--- src/verilog/reset_boot_pkg.sv ---
// Purpose: Shared constants and types for the reset tree and boot selection block
// Assumes: 20 MHz system clock
// Notes:   Boot codes and frequencies are the documented hardware values
package reset_boot_pkg;

  // Clock figures
  localparam int unsigned CLK_HZ              = 20_000_000;
  localparam int unsigned REF_CLK_HZ          = 25_000_000;

  // Boot select codes
  localparam logic [3:0] CODE_QUAD_FLASH      = 4'h0;
  localparam logic [3:0] CODE_UART            = 4'h1;
  localparam logic [3:0] CODE_SINGLE_FLASH    = 4'h2;
  localparam logic [3:0] CODE_OCTAL_FLASH     = 4'h3;
  localparam logic [3:0] CODE_XSPI            = 4'hC;
  localparam logic [3:0] CODE_USB_DFU         = 4'hE;
  localparam logic [3:0] CODE_DEV             = 4'hB;

  // Flash read commands
  localparam logic [7:0] CMD_QUAD_READ        = 8'h6B;
  localparam logic [7:0] CMD_SINGLE_READ      = 8'h0B;
  localparam logic [7:0] CMD_OCTAL_READ       = 8'h8B;
  localparam logic [7:0] CMD_NONE             = 8'h00;

  // Interface clock rates in MHz and link rates
  localparam logic [7:0] FLASH_MHZ_50         = 8'h32;
  localparam logic [7:0] FLASH_MHZ_33         = 8'h21;
  localparam logic [7:0] FLASH_MHZ_25         = 8'h19;
  localparam logic [7:0] FLASH_MHZ_NONE       = 8'h00;
  localparam int unsigned UART_BAUD           = 115200;
  localparam int unsigned USB_HS_MBPS         = 480;

  // Reset values
  localparam logic [3:0] BOOT_CODE_RST        = 4'h0;

  // Boot modes
  typedef enum logic [2:0] {
    BOOT_QUAD_FLASH   = 3'b000,
    BOOT_UART         = 3'b001,
    BOOT_SINGLE_FLASH = 3'b010,
    BOOT_OCTAL_FLASH  = 3'b011,
    BOOT_XSPI         = 3'b100,
    BOOT_USB_DFU      = 3'b101,
    BOOT_DEV          = 3'b110,
    BOOT_UNSUPPORTED  = 3'b111
  } boot_mode_e;

  // Loader state
  typedef enum logic [1:0] {
    LD_HOLD  = 2'b00,
    LD_LOAD  = 2'b01,
    LD_UART  = 2'b10,
    LD_DONE  = 2'b11
  } loader_state_e;

  // Decoded boot configuration
  typedef struct packed {
    boot_mode_e mode;
    logic [7:0] read_cmd;
    logic [7:0] flash_mhz;
    logic       fallback_uart;
    logic       sfdp_probe;
    logic       octal_ddr;
    logic       run_loader;
  } boot_cfg_s;

  // Reset tree outputs
  typedef struct packed {
    logic power_on_reset_n;
    logic flash_reset_n;
    logic boot_buffer_oe_n;
    logic connector_por_n;
  } por_fanout_s;

endpackage : reset_boot_pkg

--- src/verilog/pin_sync.sv ---
// Purpose: Three-stage synchroniser for one asynchronous pin
// Assumes: Reset already synchronised to clk
// Notes:   Output changes only when stages two and three agree
`timescale 1ns/1ps
module pin_sync #(
  parameter logic INIT = 1'b1
) (
  // Clock and reset
  input  wire logic clk,
  input  wire logic rst_n,
  // Pin in, filtered level out
  input  wire logic pin,
  output logic      level
);

  logic s1_reg, s2_reg, s3_reg, level_reg;
  logic level_next;

  // Accept a change once the last two stages agree
  always_comb begin
    level_next = level_reg;
    if (s2_reg == s3_reg) begin
      level_next = s3_reg;
    end
  end

  // Register the chain
  always_ff @(posedge clk or negedge rst_n) begin
    if (!rst_n) begin
      s1_reg    <= INIT;
      s2_reg    <= INIT;
      s3_reg    <= INIT;
      level_reg <= INIT;
    end else begin
      s1_reg    <= pin;
      s2_reg    <= s1_reg;
      s3_reg    <= s2_reg;
      level_reg <= level_next;
    end
  end

  assign level = level_reg;

endmodule : pin_sync

--- src/verilog/reset_tree_and_boot_select.sv ---
// Purpose: Board reset combining and boot mode selection for the main domain
// Assumes: All board inputs are asynchronous; all but load_done and load_failed pass three-stage synchronisers
// Notes:   Outputs are registered; pin-driven outputs follow their cause five or more cycles late, loader outputs follow load_done and load_failed one cycle late
//
// Overview of operation
// RULE1 - Reset is AND of three active-low sources
// RULE2 - One net feeds core, flash, buffer, connector
// RULE3 - Power-on reset resets the main domain
// RULE4 - Warm reset gives non-power-on main reset
// RULE5 - Warm reset low while its button held
// RULE6 - Warm net shared, also resets I/O expander
// RULE7 - Interrupt line low while button held
// RULE8 - Core gets 25 MHz reference clock; code drives clk/2, 10 MHz at the 20 MHz clock
// RULE9 - Code 0000 quad flash, 50 MHz, 0x6B
// RULE10 - Code 0001 UART boot, 115200, XMODEM
// RULE11 - Code 0010 single flash, 50 MHz, 0x0B
// RULE12 - Code 0011 octal flash, 33 MHz, 0x8B
// RULE13 - Code 1100 xSPI, 25 MHz, SFDP, 8D
// RULE14 - Flash must offer SFDP revision D
// RULE15 - Code 1110 USB DFU high speed, UART fallback
// RULE16 - Code 1011 development boot, no loader
// RULE17 - Flash load failure falls back to UART
// RULE18 - Other codes mean unsupported boot mode
// RULE19 - Code latched at reset release, held
`timescale 1ns/1ps
module reset_tree_and_boot_select (
  // Clock and reset
  input  wire logic                      clk,
  input  wire logic                      rstn,
  // Reset sources, active low
  input  wire logic                      pmic_reset_out_n,
  input  wire logic                      regulator_power_good_n,
  input  wire logic                      power_on_button,
  input  wire logic                      warm_reset_button,
  input  wire logic                      warm_reset_out_n,
  input  wire logic                      user_interrupt_button,
  // Boot select switch, position 4 down to 1
  input  wire logic                      boot_sel_bit3,
  input  wire logic                      boot_sel_bit2,
  input  wire logic                      boot_sel_bit1,
  input  wire logic                      boot_sel_bit0,
  // Loader progress from the boot ROM
  input  wire logic                      load_done,
  input  wire logic                      load_failed,
  // Reset tree outputs
  output reset_boot_pkg::por_fanout_s    por_fanout,
  output logic                           main_domain_reset_n,
  output logic                           warm_reset_n_a,
  output logic                           button_board_reset_n,
  output logic                           io_expander_reset_n,
  output logic                           main_warm_reset_n,
  output logic                           user_interrupt_n,
  // Reference clock request
  output logic                           crystal_clock_in,
  // Boot selection
  output logic [3:0]                     boot_code,
  output reset_boot_pkg::boot_cfg_s      boot_cfg,
  output logic                           secondary_loader,
  output logic                           development_boot,
  output logic                           using_uart_fallback,
  output reset_boot_pkg::loader_state_e  loader_state
);

  // Reset release through two flip-flops
  logic rst_a_reg, rst_b_reg;
  always_ff @(posedge clk or negedge rstn) begin
    if (!rstn) begin
      rst_a_reg <= 1'b0;
      rst_b_reg <= 1'b0;
    end else begin
      rst_a_reg <= 1'b1;
      rst_b_reg <= rst_a_reg;
    end
  end
  logic rst_n;
  assign rst_n = rst_b_reg;

  // Synchronised copies of every board pin except load_done and load_failed
  localparam int NPIN = 10;
  logic [NPIN-1:0] pin_raw;
  logic [NPIN-1:0] pin_lvl;
  assign pin_raw = {boot_sel_bit3, boot_sel_bit2, boot_sel_bit1, boot_sel_bit0,
                    pmic_reset_out_n, regulator_power_good_n, power_on_button,
                    warm_reset_button, warm_reset_out_n, user_interrupt_button};

  genvar gi;
  generate
    for (gi = 0; gi < NPIN; gi++) begin : g_sync
      pin_sync #(
        .INIT (gi < 6 ? 1'b1 : 1'b0)
      ) u_sync (
        .clk   (clk),
        .rst_n (rst_n),
        .pin   (pin_raw[gi]),
        .level (pin_lvl[gi])
      );
    end
  endgenerate

  logic [3:0] sel_sync;
  logic       pmic_s, pgood_s, por_btn_s, warm_btn_s, warm_out_s, int_btn_s;
  assign sel_sync   = pin_lvl[9:6];
  assign pmic_s     = pin_lvl[5];
  assign pgood_s    = pin_lvl[4];
  assign por_btn_s  = pin_lvl[3];
  assign warm_btn_s = pin_lvl[2];
  assign warm_out_s = pin_lvl[1];
  assign int_btn_s  = pin_lvl[0];

  // Reset tree next values
  logic por_reg, por_next;
  logic warm_reg, warm_next;
  logic int_reg, int_next;
  logic clk_div_reg, clk_div_next;
  always_comb begin
    por_next     = pmic_s & pgood_s & por_btn_s;   // RULE1
    warm_next    = warm_btn_s & warm_out_s;        // RULE5 RULE6
    int_next     = int_btn_s;                      // RULE7
    clk_div_next = ~clk_div_reg;                   // RULE8
  end

  // Reset tree registers; reset holds all resets asserted
  always_ff @(posedge clk or negedge rst_n) begin
    if (!rst_n) begin
      por_reg     <= 1'b0;
      warm_reg    <= 1'b0;
      int_reg     <= 1'b1;
      clk_div_reg <= 1'b0;
    end else begin
      por_reg     <= por_next;
      warm_reg    <= warm_next;
      int_reg     <= int_next;
      clk_div_reg <= clk_div_next;
    end
  end

  // Boot code capture and decode
  logic                       por_prev_reg, por_prev_next;
  logic [3:0]                 code_reg, code_next;
  reset_boot_pkg::boot_cfg_s  cfg_reg, cfg_next;
  reset_boot_pkg::boot_cfg_s  cfg_dec;

  // Decode a code into its boot configuration
  always_comb begin
    cfg_dec               = '0;
    cfg_dec.mode          = reset_boot_pkg::BOOT_UNSUPPORTED;  // RULE18
    cfg_dec.read_cmd      = reset_boot_pkg::CMD_NONE;
    cfg_dec.flash_mhz     = reset_boot_pkg::FLASH_MHZ_NONE;
    case (code_next)
      reset_boot_pkg::CODE_QUAD_FLASH: begin                     // RULE9
        cfg_dec.mode          = reset_boot_pkg::BOOT_QUAD_FLASH;
        cfg_dec.read_cmd      = reset_boot_pkg::CMD_QUAD_READ;
        cfg_dec.flash_mhz     = reset_boot_pkg::FLASH_MHZ_50;
        cfg_dec.fallback_uart = 1'b1;                            // RULE17
        cfg_dec.run_loader    = 1'b1;
      end
      reset_boot_pkg::CODE_UART: begin                           // RULE10
        cfg_dec.mode          = reset_boot_pkg::BOOT_UART;
        cfg_dec.run_loader    = 1'b1;
      end
      reset_boot_pkg::CODE_SINGLE_FLASH: begin                   // RULE11
        cfg_dec.mode          = reset_boot_pkg::BOOT_SINGLE_FLASH;
        cfg_dec.read_cmd      = reset_boot_pkg::CMD_SINGLE_READ;
        cfg_dec.flash_mhz     = reset_boot_pkg::FLASH_MHZ_50;
        cfg_dec.fallback_uart = 1'b1;                            // RULE17
        cfg_dec.run_loader    = 1'b1;
      end
      reset_boot_pkg::CODE_OCTAL_FLASH: begin                    // RULE12
        cfg_dec.mode          = reset_boot_pkg::BOOT_OCTAL_FLASH;
        cfg_dec.read_cmd      = reset_boot_pkg::CMD_OCTAL_READ;
        cfg_dec.flash_mhz     = reset_boot_pkg::FLASH_MHZ_33;
        cfg_dec.fallback_uart = 1'b1;                            // RULE17
        cfg_dec.run_loader    = 1'b1;
      end
      reset_boot_pkg::CODE_XSPI: begin                           // RULE13
        cfg_dec.mode          = reset_boot_pkg::BOOT_XSPI;
        cfg_dec.flash_mhz     = reset_boot_pkg::FLASH_MHZ_25;
        cfg_dec.sfdp_probe    = 1'b1;                            // RULE14
        cfg_dec.octal_ddr     = 1'b1;
        cfg_dec.fallback_uart = 1'b1;                            // RULE17
        cfg_dec.run_loader    = 1'b1;
      end
      reset_boot_pkg::CODE_USB_DFU: begin                        // RULE15
        cfg_dec.mode          = reset_boot_pkg::BOOT_USB_DFU;
        cfg_dec.fallback_uart = 1'b1;
        cfg_dec.run_loader    = 1'b1;
      end
      reset_boot_pkg::CODE_DEV: begin                            // RULE16
        cfg_dec.mode          = reset_boot_pkg::BOOT_DEV;
      end
      default: begin
        cfg_dec.mode          = reset_boot_pkg::BOOT_UNSUPPORTED;  // RULE18
      end
    endcase
  end

  // Latch the code on the rising edge of the power-on reset
  always_comb begin
    por_prev_next = por_reg;
    code_next     = code_reg;
    cfg_next      = cfg_reg;
    if (!por_prev_reg && por_reg) begin
      code_next = sel_sync;                                      // RULE19
    end
    if (!por_prev_reg && por_reg) begin
      cfg_next = cfg_dec;                                        // RULE19
    end
  end

  always_ff @(posedge clk or negedge rst_n) begin
    if (!rst_n) begin
      por_prev_reg <= 1'b0;
      code_reg     <= reset_boot_pkg::BOOT_CODE_RST;
      cfg_reg      <= '0;
    end else begin
      por_prev_reg <= por_prev_next;
      code_reg     <= code_next;
      cfg_reg      <= cfg_next;
    end
  end

  // Loader sequence after power-on reset release
  reset_boot_pkg::loader_state_e ld_reg, ld_next;
  logic                          fb_reg, fb_next;
  always_comb begin
    ld_next = ld_reg;
    fb_next = fb_reg;
    case (ld_reg)
      reset_boot_pkg::LD_HOLD: begin
        if (por_prev_reg && por_reg && warm_reg) begin           // RULE3 RULE4
          if (!cfg_reg.run_loader) begin
            ld_next = reset_boot_pkg::LD_DONE;                   // RULE16
          end else begin
            ld_next = reset_boot_pkg::LD_LOAD;
          end
        end
      end
      reset_boot_pkg::LD_LOAD: begin
        if (load_failed && cfg_reg.fallback_uart) begin
          ld_next = reset_boot_pkg::LD_UART;                     // RULE17 RULE15
          fb_next = 1'b1;
        end else if (load_done) begin
          ld_next = reset_boot_pkg::LD_DONE;
        end
      end
      reset_boot_pkg::LD_UART: begin
        if (load_done) begin
          ld_next = reset_boot_pkg::LD_DONE;
        end
      end
      reset_boot_pkg::LD_DONE: begin
        ld_next = reset_boot_pkg::LD_DONE;
      end
      default: begin
        ld_next = reset_boot_pkg::LD_HOLD;
      end
    endcase
    if (!por_reg || !warm_reg) begin                             // RULE3 RULE4
      ld_next = reset_boot_pkg::LD_HOLD;
      fb_next = 1'b0;
    end
  end

  always_ff @(posedge clk or negedge rst_n) begin
    if (!rst_n) begin
      ld_reg <= reset_boot_pkg::LD_HOLD;
      fb_reg <= 1'b0;
    end else begin
      ld_reg <= ld_next;
      fb_reg <= fb_next;
    end
  end

  // Output wiring from flip-flops
  assign por_fanout.power_on_reset_n = por_reg;                  // RULE2
  assign por_fanout.flash_reset_n    = por_reg;                  // RULE2
  assign por_fanout.boot_buffer_oe_n = por_reg;                  // RULE2
  assign por_fanout.connector_por_n  = por_reg;                  // RULE2
  assign main_domain_reset_n         = por_reg;                  // RULE3
  assign warm_reset_n_a              = warm_reg;                 // RULE5
  assign button_board_reset_n        = warm_reg;                 // RULE6
  assign io_expander_reset_n         = warm_reg;                 // RULE6
  assign main_warm_reset_n           = warm_reg;                 // RULE4
  assign user_interrupt_n            = int_reg;
  assign crystal_clock_in            = clk_div_reg;
  assign boot_code                   = code_reg;
  assign boot_cfg                    = cfg_reg;
  assign secondary_loader            = cfg_reg.run_loader;
  assign development_boot            = (cfg_reg.mode == reset_boot_pkg::BOOT_DEV);
  assign using_uart_fallback         = fb_reg;
  assign loader_state                = ld_reg;

endmodule : reset_tree_and_boot_select

--- config.mk ---
export PLATFORM = sky130hd
export DESIGN_NAME = reset_tree_and_boot_select
export DESIGN_NICKNAME = d
export VERILOG_FILES = /design/src/verilog/reset_boot_pkg.sv /design/src/verilog/pin_sync.sv /design/src/verilog/reset_tree_and_boot_select.sv
export SDC_FILE = /design/constraint.sdc
export NUM_CORES = 1
export LEC_CHECK = 0
export ABC_AREA = 1
export BUFFER_PORTS_ARGS = -buffer_cell sky130_fd_sc_hd__buf_2
export CAP_MARGIN = 25
export CORE_UTILIZATION = 50
export DETAILED_ROUTE_END_ITERATION = 8
export HOLD_SLACK_MARGIN = 0.08
export PLACE_DENSITY = 0.75
export SLEW_MARGIN = 20
export SYNTH_ARGS = -nofsm -noshare
export SYNTH_HDL_FRONTEND = slang
export SYNTH_SLANG_ARGS = --single-unit
--- constraint.sdc ---
create_clock -name clk -period 2.7 [get_ports clk]
set_input_delay 0.675 -clock clk [delete_from_list [all_inputs] [get_ports clk]]
set_output_delay 0.675 -clock clk [all_outputs]
set_load 0.005 [all_outputs]
[Yosys cells after proc, flatten, opt, wreduce, memory -nomap -nowiden]
Cells that the tools add are included.
Operators by class
  bitwise logic cells: 4
  magnitude comparators: 0
  div/mod/pow operators: 0
  muxes and demuxes: 16
  add/sub/neg operators: 0
  shift-type cells: 0
  equal/unequal tests: 21
  reduce and logical (&&, ||, !) cells: 16
  multipliers: 0
Operators with widths (number)
  $pmux 8 s3: 1
  $pmux 3 s7: 1
  $pmux 6 s3: 1
  $eq 4x4->1 const B: 3
  $mux 2: 6
  $eq 1x1->1: 10
  $eq 4x2->1 const B: 2
  $pmux 2 s4: 1
  $reduce_or 6->1: 1
  $mux 1: 5
  $reduce_or 5->1: 1
  $eq 2x2->1 const B: 2
  $eq 4x1->1 const B: 1
  $logic_and 1x1->1: 4
  $logic_not 4->1: 1
  $mux 4: 1
  $reduce_bool 2->1: 2
  $and 1x1->1: 3
  $eq 3x3->1 const B: 1
  $logic_not 1->1: 3
  $ne 3x3->1 const B: 1
  $eq 2x1->1 const B: 1
  $logic_not 2->1: 1
  $reduce_and 2->1: 1
  other kinds (3): 3
Word-level totals
  bits of input ports: 14
  output and inout bits: 43
  RAM bits: 0
  memories kept: 0
  word-level logic and storage cells: 114
  memory bits (read-only): 0
  register bits: 77
  bits in latches: 0

[Logic depth before layout (Yosys ltp)]
  depth after elaboration: 6
  depth in mapped cells: 9
  gate-level depth less buffers: 9

[Modules after synthesis]
From an unflattened synthesis, not the netlist that was laid out.
Second synthesis, totals
  cells, all modules: 222
  area, all modules: 2481.1 µm²
By module, submodules not included
  reset_tree_and_boot_select: times used 1, cells each 142, area an instance 1287.5 µm²
  pin_sync at g_sync[0].u_sync ...: times used 6, cells each 8, area an instance 121.4 µm²
  pin_sync at g_sync[6].u_sync ...: times used 4, cells each 8, area an instance 116.4 µm²

[Worst setup path after synthesis]
Ideal clock, no wire load.
  path type: register to output
  start: register por_reg, in the netlist main_domain_reset_n
  end: output port por_fanout[0] (netlist name)
  required time: 2025 ps
  arrival time: 677 ps
  path buffers: 1
  cell stages (with the launch flop): 2
  setup slack: 1348 ps
  cell sequence: dfrtp_1 buf_4
RTL lines
  start: declaration: line reset_tree_and_boot_select.sv:111  | logic por_reg, por_next;
  start signal: assignment: line reset_tree_and_boot_select.sv:130  | por_reg <= por_next;
  end: declaration: line reset_tree_and_boot_select.sv:46  | output reset_boot_pkg::por_fanout_s por_fanout,
No word-level cell between the ends.

[Final worst setup path]
  start: register por_reg, in the netlist main_domain_reset_n
  end: output port por_fanout[0] (netlist name)
No word-level cell between the ends.

==> results.ini <==
[clocking]
cts_made_buffers = 9
cts_sinks = 67
worstSkewPairLatency_ns = 0.34
clk_path_buf_depth = 2
postCtsSetupRepairBufs = 0
cts_hold_buf = 0
tritoncts = done
ctsResizeCount = 0
clk_pin_slew_worst_paths_ns = 0.07
cts-root-buf = clkbuf_8
htree_levels = 3

[drt]
vias_per_cell = 4.80
dr.pass1.iters = 4
num_vias = 1440
ant_nets = 0
drc_errors = 0
wire_per_inst_um = 11.9
drt-initial-drc-count = 90
routed_wl_um = 3560

[logic_synthesis]
async_reset_ff_share_pct = 100
synthTopCellsByArea = dfrtp_1 (44%), dfstp_2 (27%), nand2_1 (5.9%)
avgSynthCellArea_sq_um = 12.4
synth_common_cells = dfrtp_1 (42), nand2_1 (38), dfstp_2 (25)
synth_area_sq_um = 2410
synth_edf_count = 0
synth_cell_type_count = 24
ys_seq_area_share_pct = 70.8
synth_top_area_share_pct = 43.6
synth_top_area_cell = dfrtp_1
synth_most_common_cell = dfrtp_1
ys_ff_latch = 67
synthCells = 195
synth_ff_type = dfrtp_1
ys_warn_count = 0

[placed_design]
post-place-ws_ns = 1.14
hpwl_um = 2390
dpl.cell_count = 284
io_buffers = 51
gp_congestion = 0.898
postPlaceCellArea_sq_um = 2610

[worst_setup_path]
worstSetupPathType = reg -> out
crit_fanout = 12
worstPathRequired_ns = 2.03
critPathSlowestCell = dfrtp_1
worst-path-buf-inv = 1
crit_chain = buf_2
cp-start-kind = register
crit_arrival_ns = 1.05
crit_family = flip-flops
slowest_delay_ns = 0.54
crit_path_end_kind = primary output

[power_and_ir_drop]
p_int_mw = 1.81
p_clk_share_pct = 33.2
share_comb_of_total_power_pct = 16.0
seqPwrFrac_pct = 50.9
finalPower_mw = 2.47
ir_worst_vdd_v = 0.000474
power_density_nw_per_um2 = 877
sw_frac_of_total_pct = 26.9
p_leak_nw = 1.43
p_switching_uw = 665

[cells_and_area]
final_util_pct = 62.6
diodes = 0
drive_gt1_share_pct = 44.0
fin_nets = 257
area_delta_synth_final_pct = 17.0
nFillCells = 351
largest_reg_flops = 12
instances_no_fill = 300
finalInstanceArea_sq_um = 2820

[die]
fp.dieW_um = 71.5
io-pin-count = 57
die_h_um = 71.5
coreArea_sq_um = 4500
die_area_sq_um = 5110
initial_core_util_pct = 53.6
rows = 24

[status]
status = completed

[hold_path]
hp-class = in -> async

[sta]
min_period_ns = 1.73
rsz0062_at_grt = false
fmax_ghz = 0.578
finalCritPeriodShare_pct = 64.0
skew_ns = 0.00586
whs_ns = 0.106
report.final.hold_viol_count = 0
slew_violations = 0
layout_setup_ws_ns = 0.971
setup_viol = 0
tns_ns = 0

[global_routing]
grt_pass1_wl_um = 5730
grt.overflow.total = 0
grt_start_max_net_pins = 25
grt_antenna_before_repair = 0
grt_util_all_layers_pct = 15.6
grt_pass1_vias = 1338

[job]
maxCapViolCount = 0

-- worst reg2reg max path, stage by stage (launching register included) --
cell and delay [ns]:
dfrtp_1 0.54, inv_2 0.08, nor2_4 0.28, nand2_1 0.13
nor2_1 0.24, nand3_1 0.18, nand2_1 0.10
-- area by class of cell --
class | count | area, sq um | area share (%)
clock buffer | 13 | 191 | 6.78
multi-input combinational | 98 | 515 | 18.3
timing repair buffer | 53 | 270 | 9.58
tap | 52 | 65.1 | 2.31
inverter | 14 | 52.6 | 1.86
sequential | 67 | 1710 | 60.6
clock inverter | 3 | 17.5 | 0.621
-- routing by layer --
metal / vias up / wire, um / global-route usage [%]
met4: 0 / 121 / 13.3
met3: 13 / 212 / 5.49
met1: 683 / 1580 / 18.3
li1: 687 / - / -
met2: 57 / 1650 / 23.2
met5: - / 0 / 0
-- cells by family (layout without fill, tap and decap cells) --
group,count (synthesis),after routing,synth area share [%]
other,2,6,0.311
DFF,67,67,70.8
adders and majority gates,10,10,4.15
buffers and inverters,34,83,8.45
and+or+nand+nor,75,75,14.7
AOI/OAI and AO/OA,7,7,1.61
-- path summary, 6_finish.rpt --
kind	start	endpoint	slack, ns	cells past startpoint
setup / recovery	main_domain_reset_n	por_fanout[0]	0.97	1
hold / removal	rstn	rst_b_reg	0.11	1
setup reg to reg	main_domain_reset_n	boot_cfg[19]	1.10	6
hold reg to reg	rst_b_reg	g_sync[8].u_sync.s1_reg	0.22	0
max in group asynchronous	rst_b_reg	g_sync[5].u_sync.s2_reg	1.75	1
min in group clk	g_sync[6].u_sync.s1_reg	g_sync[6].u_sync.s2_reg	0.35	0
-- layout by cell type, fill, tap and decap left out --
master	count
dfrtp_1	41
dfrtp_2	1
inv_2	3
nor2_4	1
nand3_2	3
clkinv_2	2
clkbuf_1	1
conb_1	6
and3_1	1
nand2_4	1
maj3_1	10
o21ai_1	2
clkbuf_16	2
clkinvlp_4	1
clkbuf_8	10
inv_1	11
dfstp_2	25
a221oi_1	1
buf_4	2
a21oi_1	2
nand2_1	38
nand2_2	6
or3_1	1
nor2_1	12
buf_2	51
o21ai_0	2
nand3_1	10
nor3_1	1
or2_4	1
-- power by group through the flow --
stage               Clock (mW)  Sequential [mW]  Combinational [mW]
finish                   0.821             1.26               0.395
global route             0.886             1.28               0.450
CTS                      0.848             1.26               0.398
detailed placement           0             1.28               0.393
global placement             0             1.27               0.387
floorplan                    0             1.28               0.260
Power figures use the tool's default switching activity.
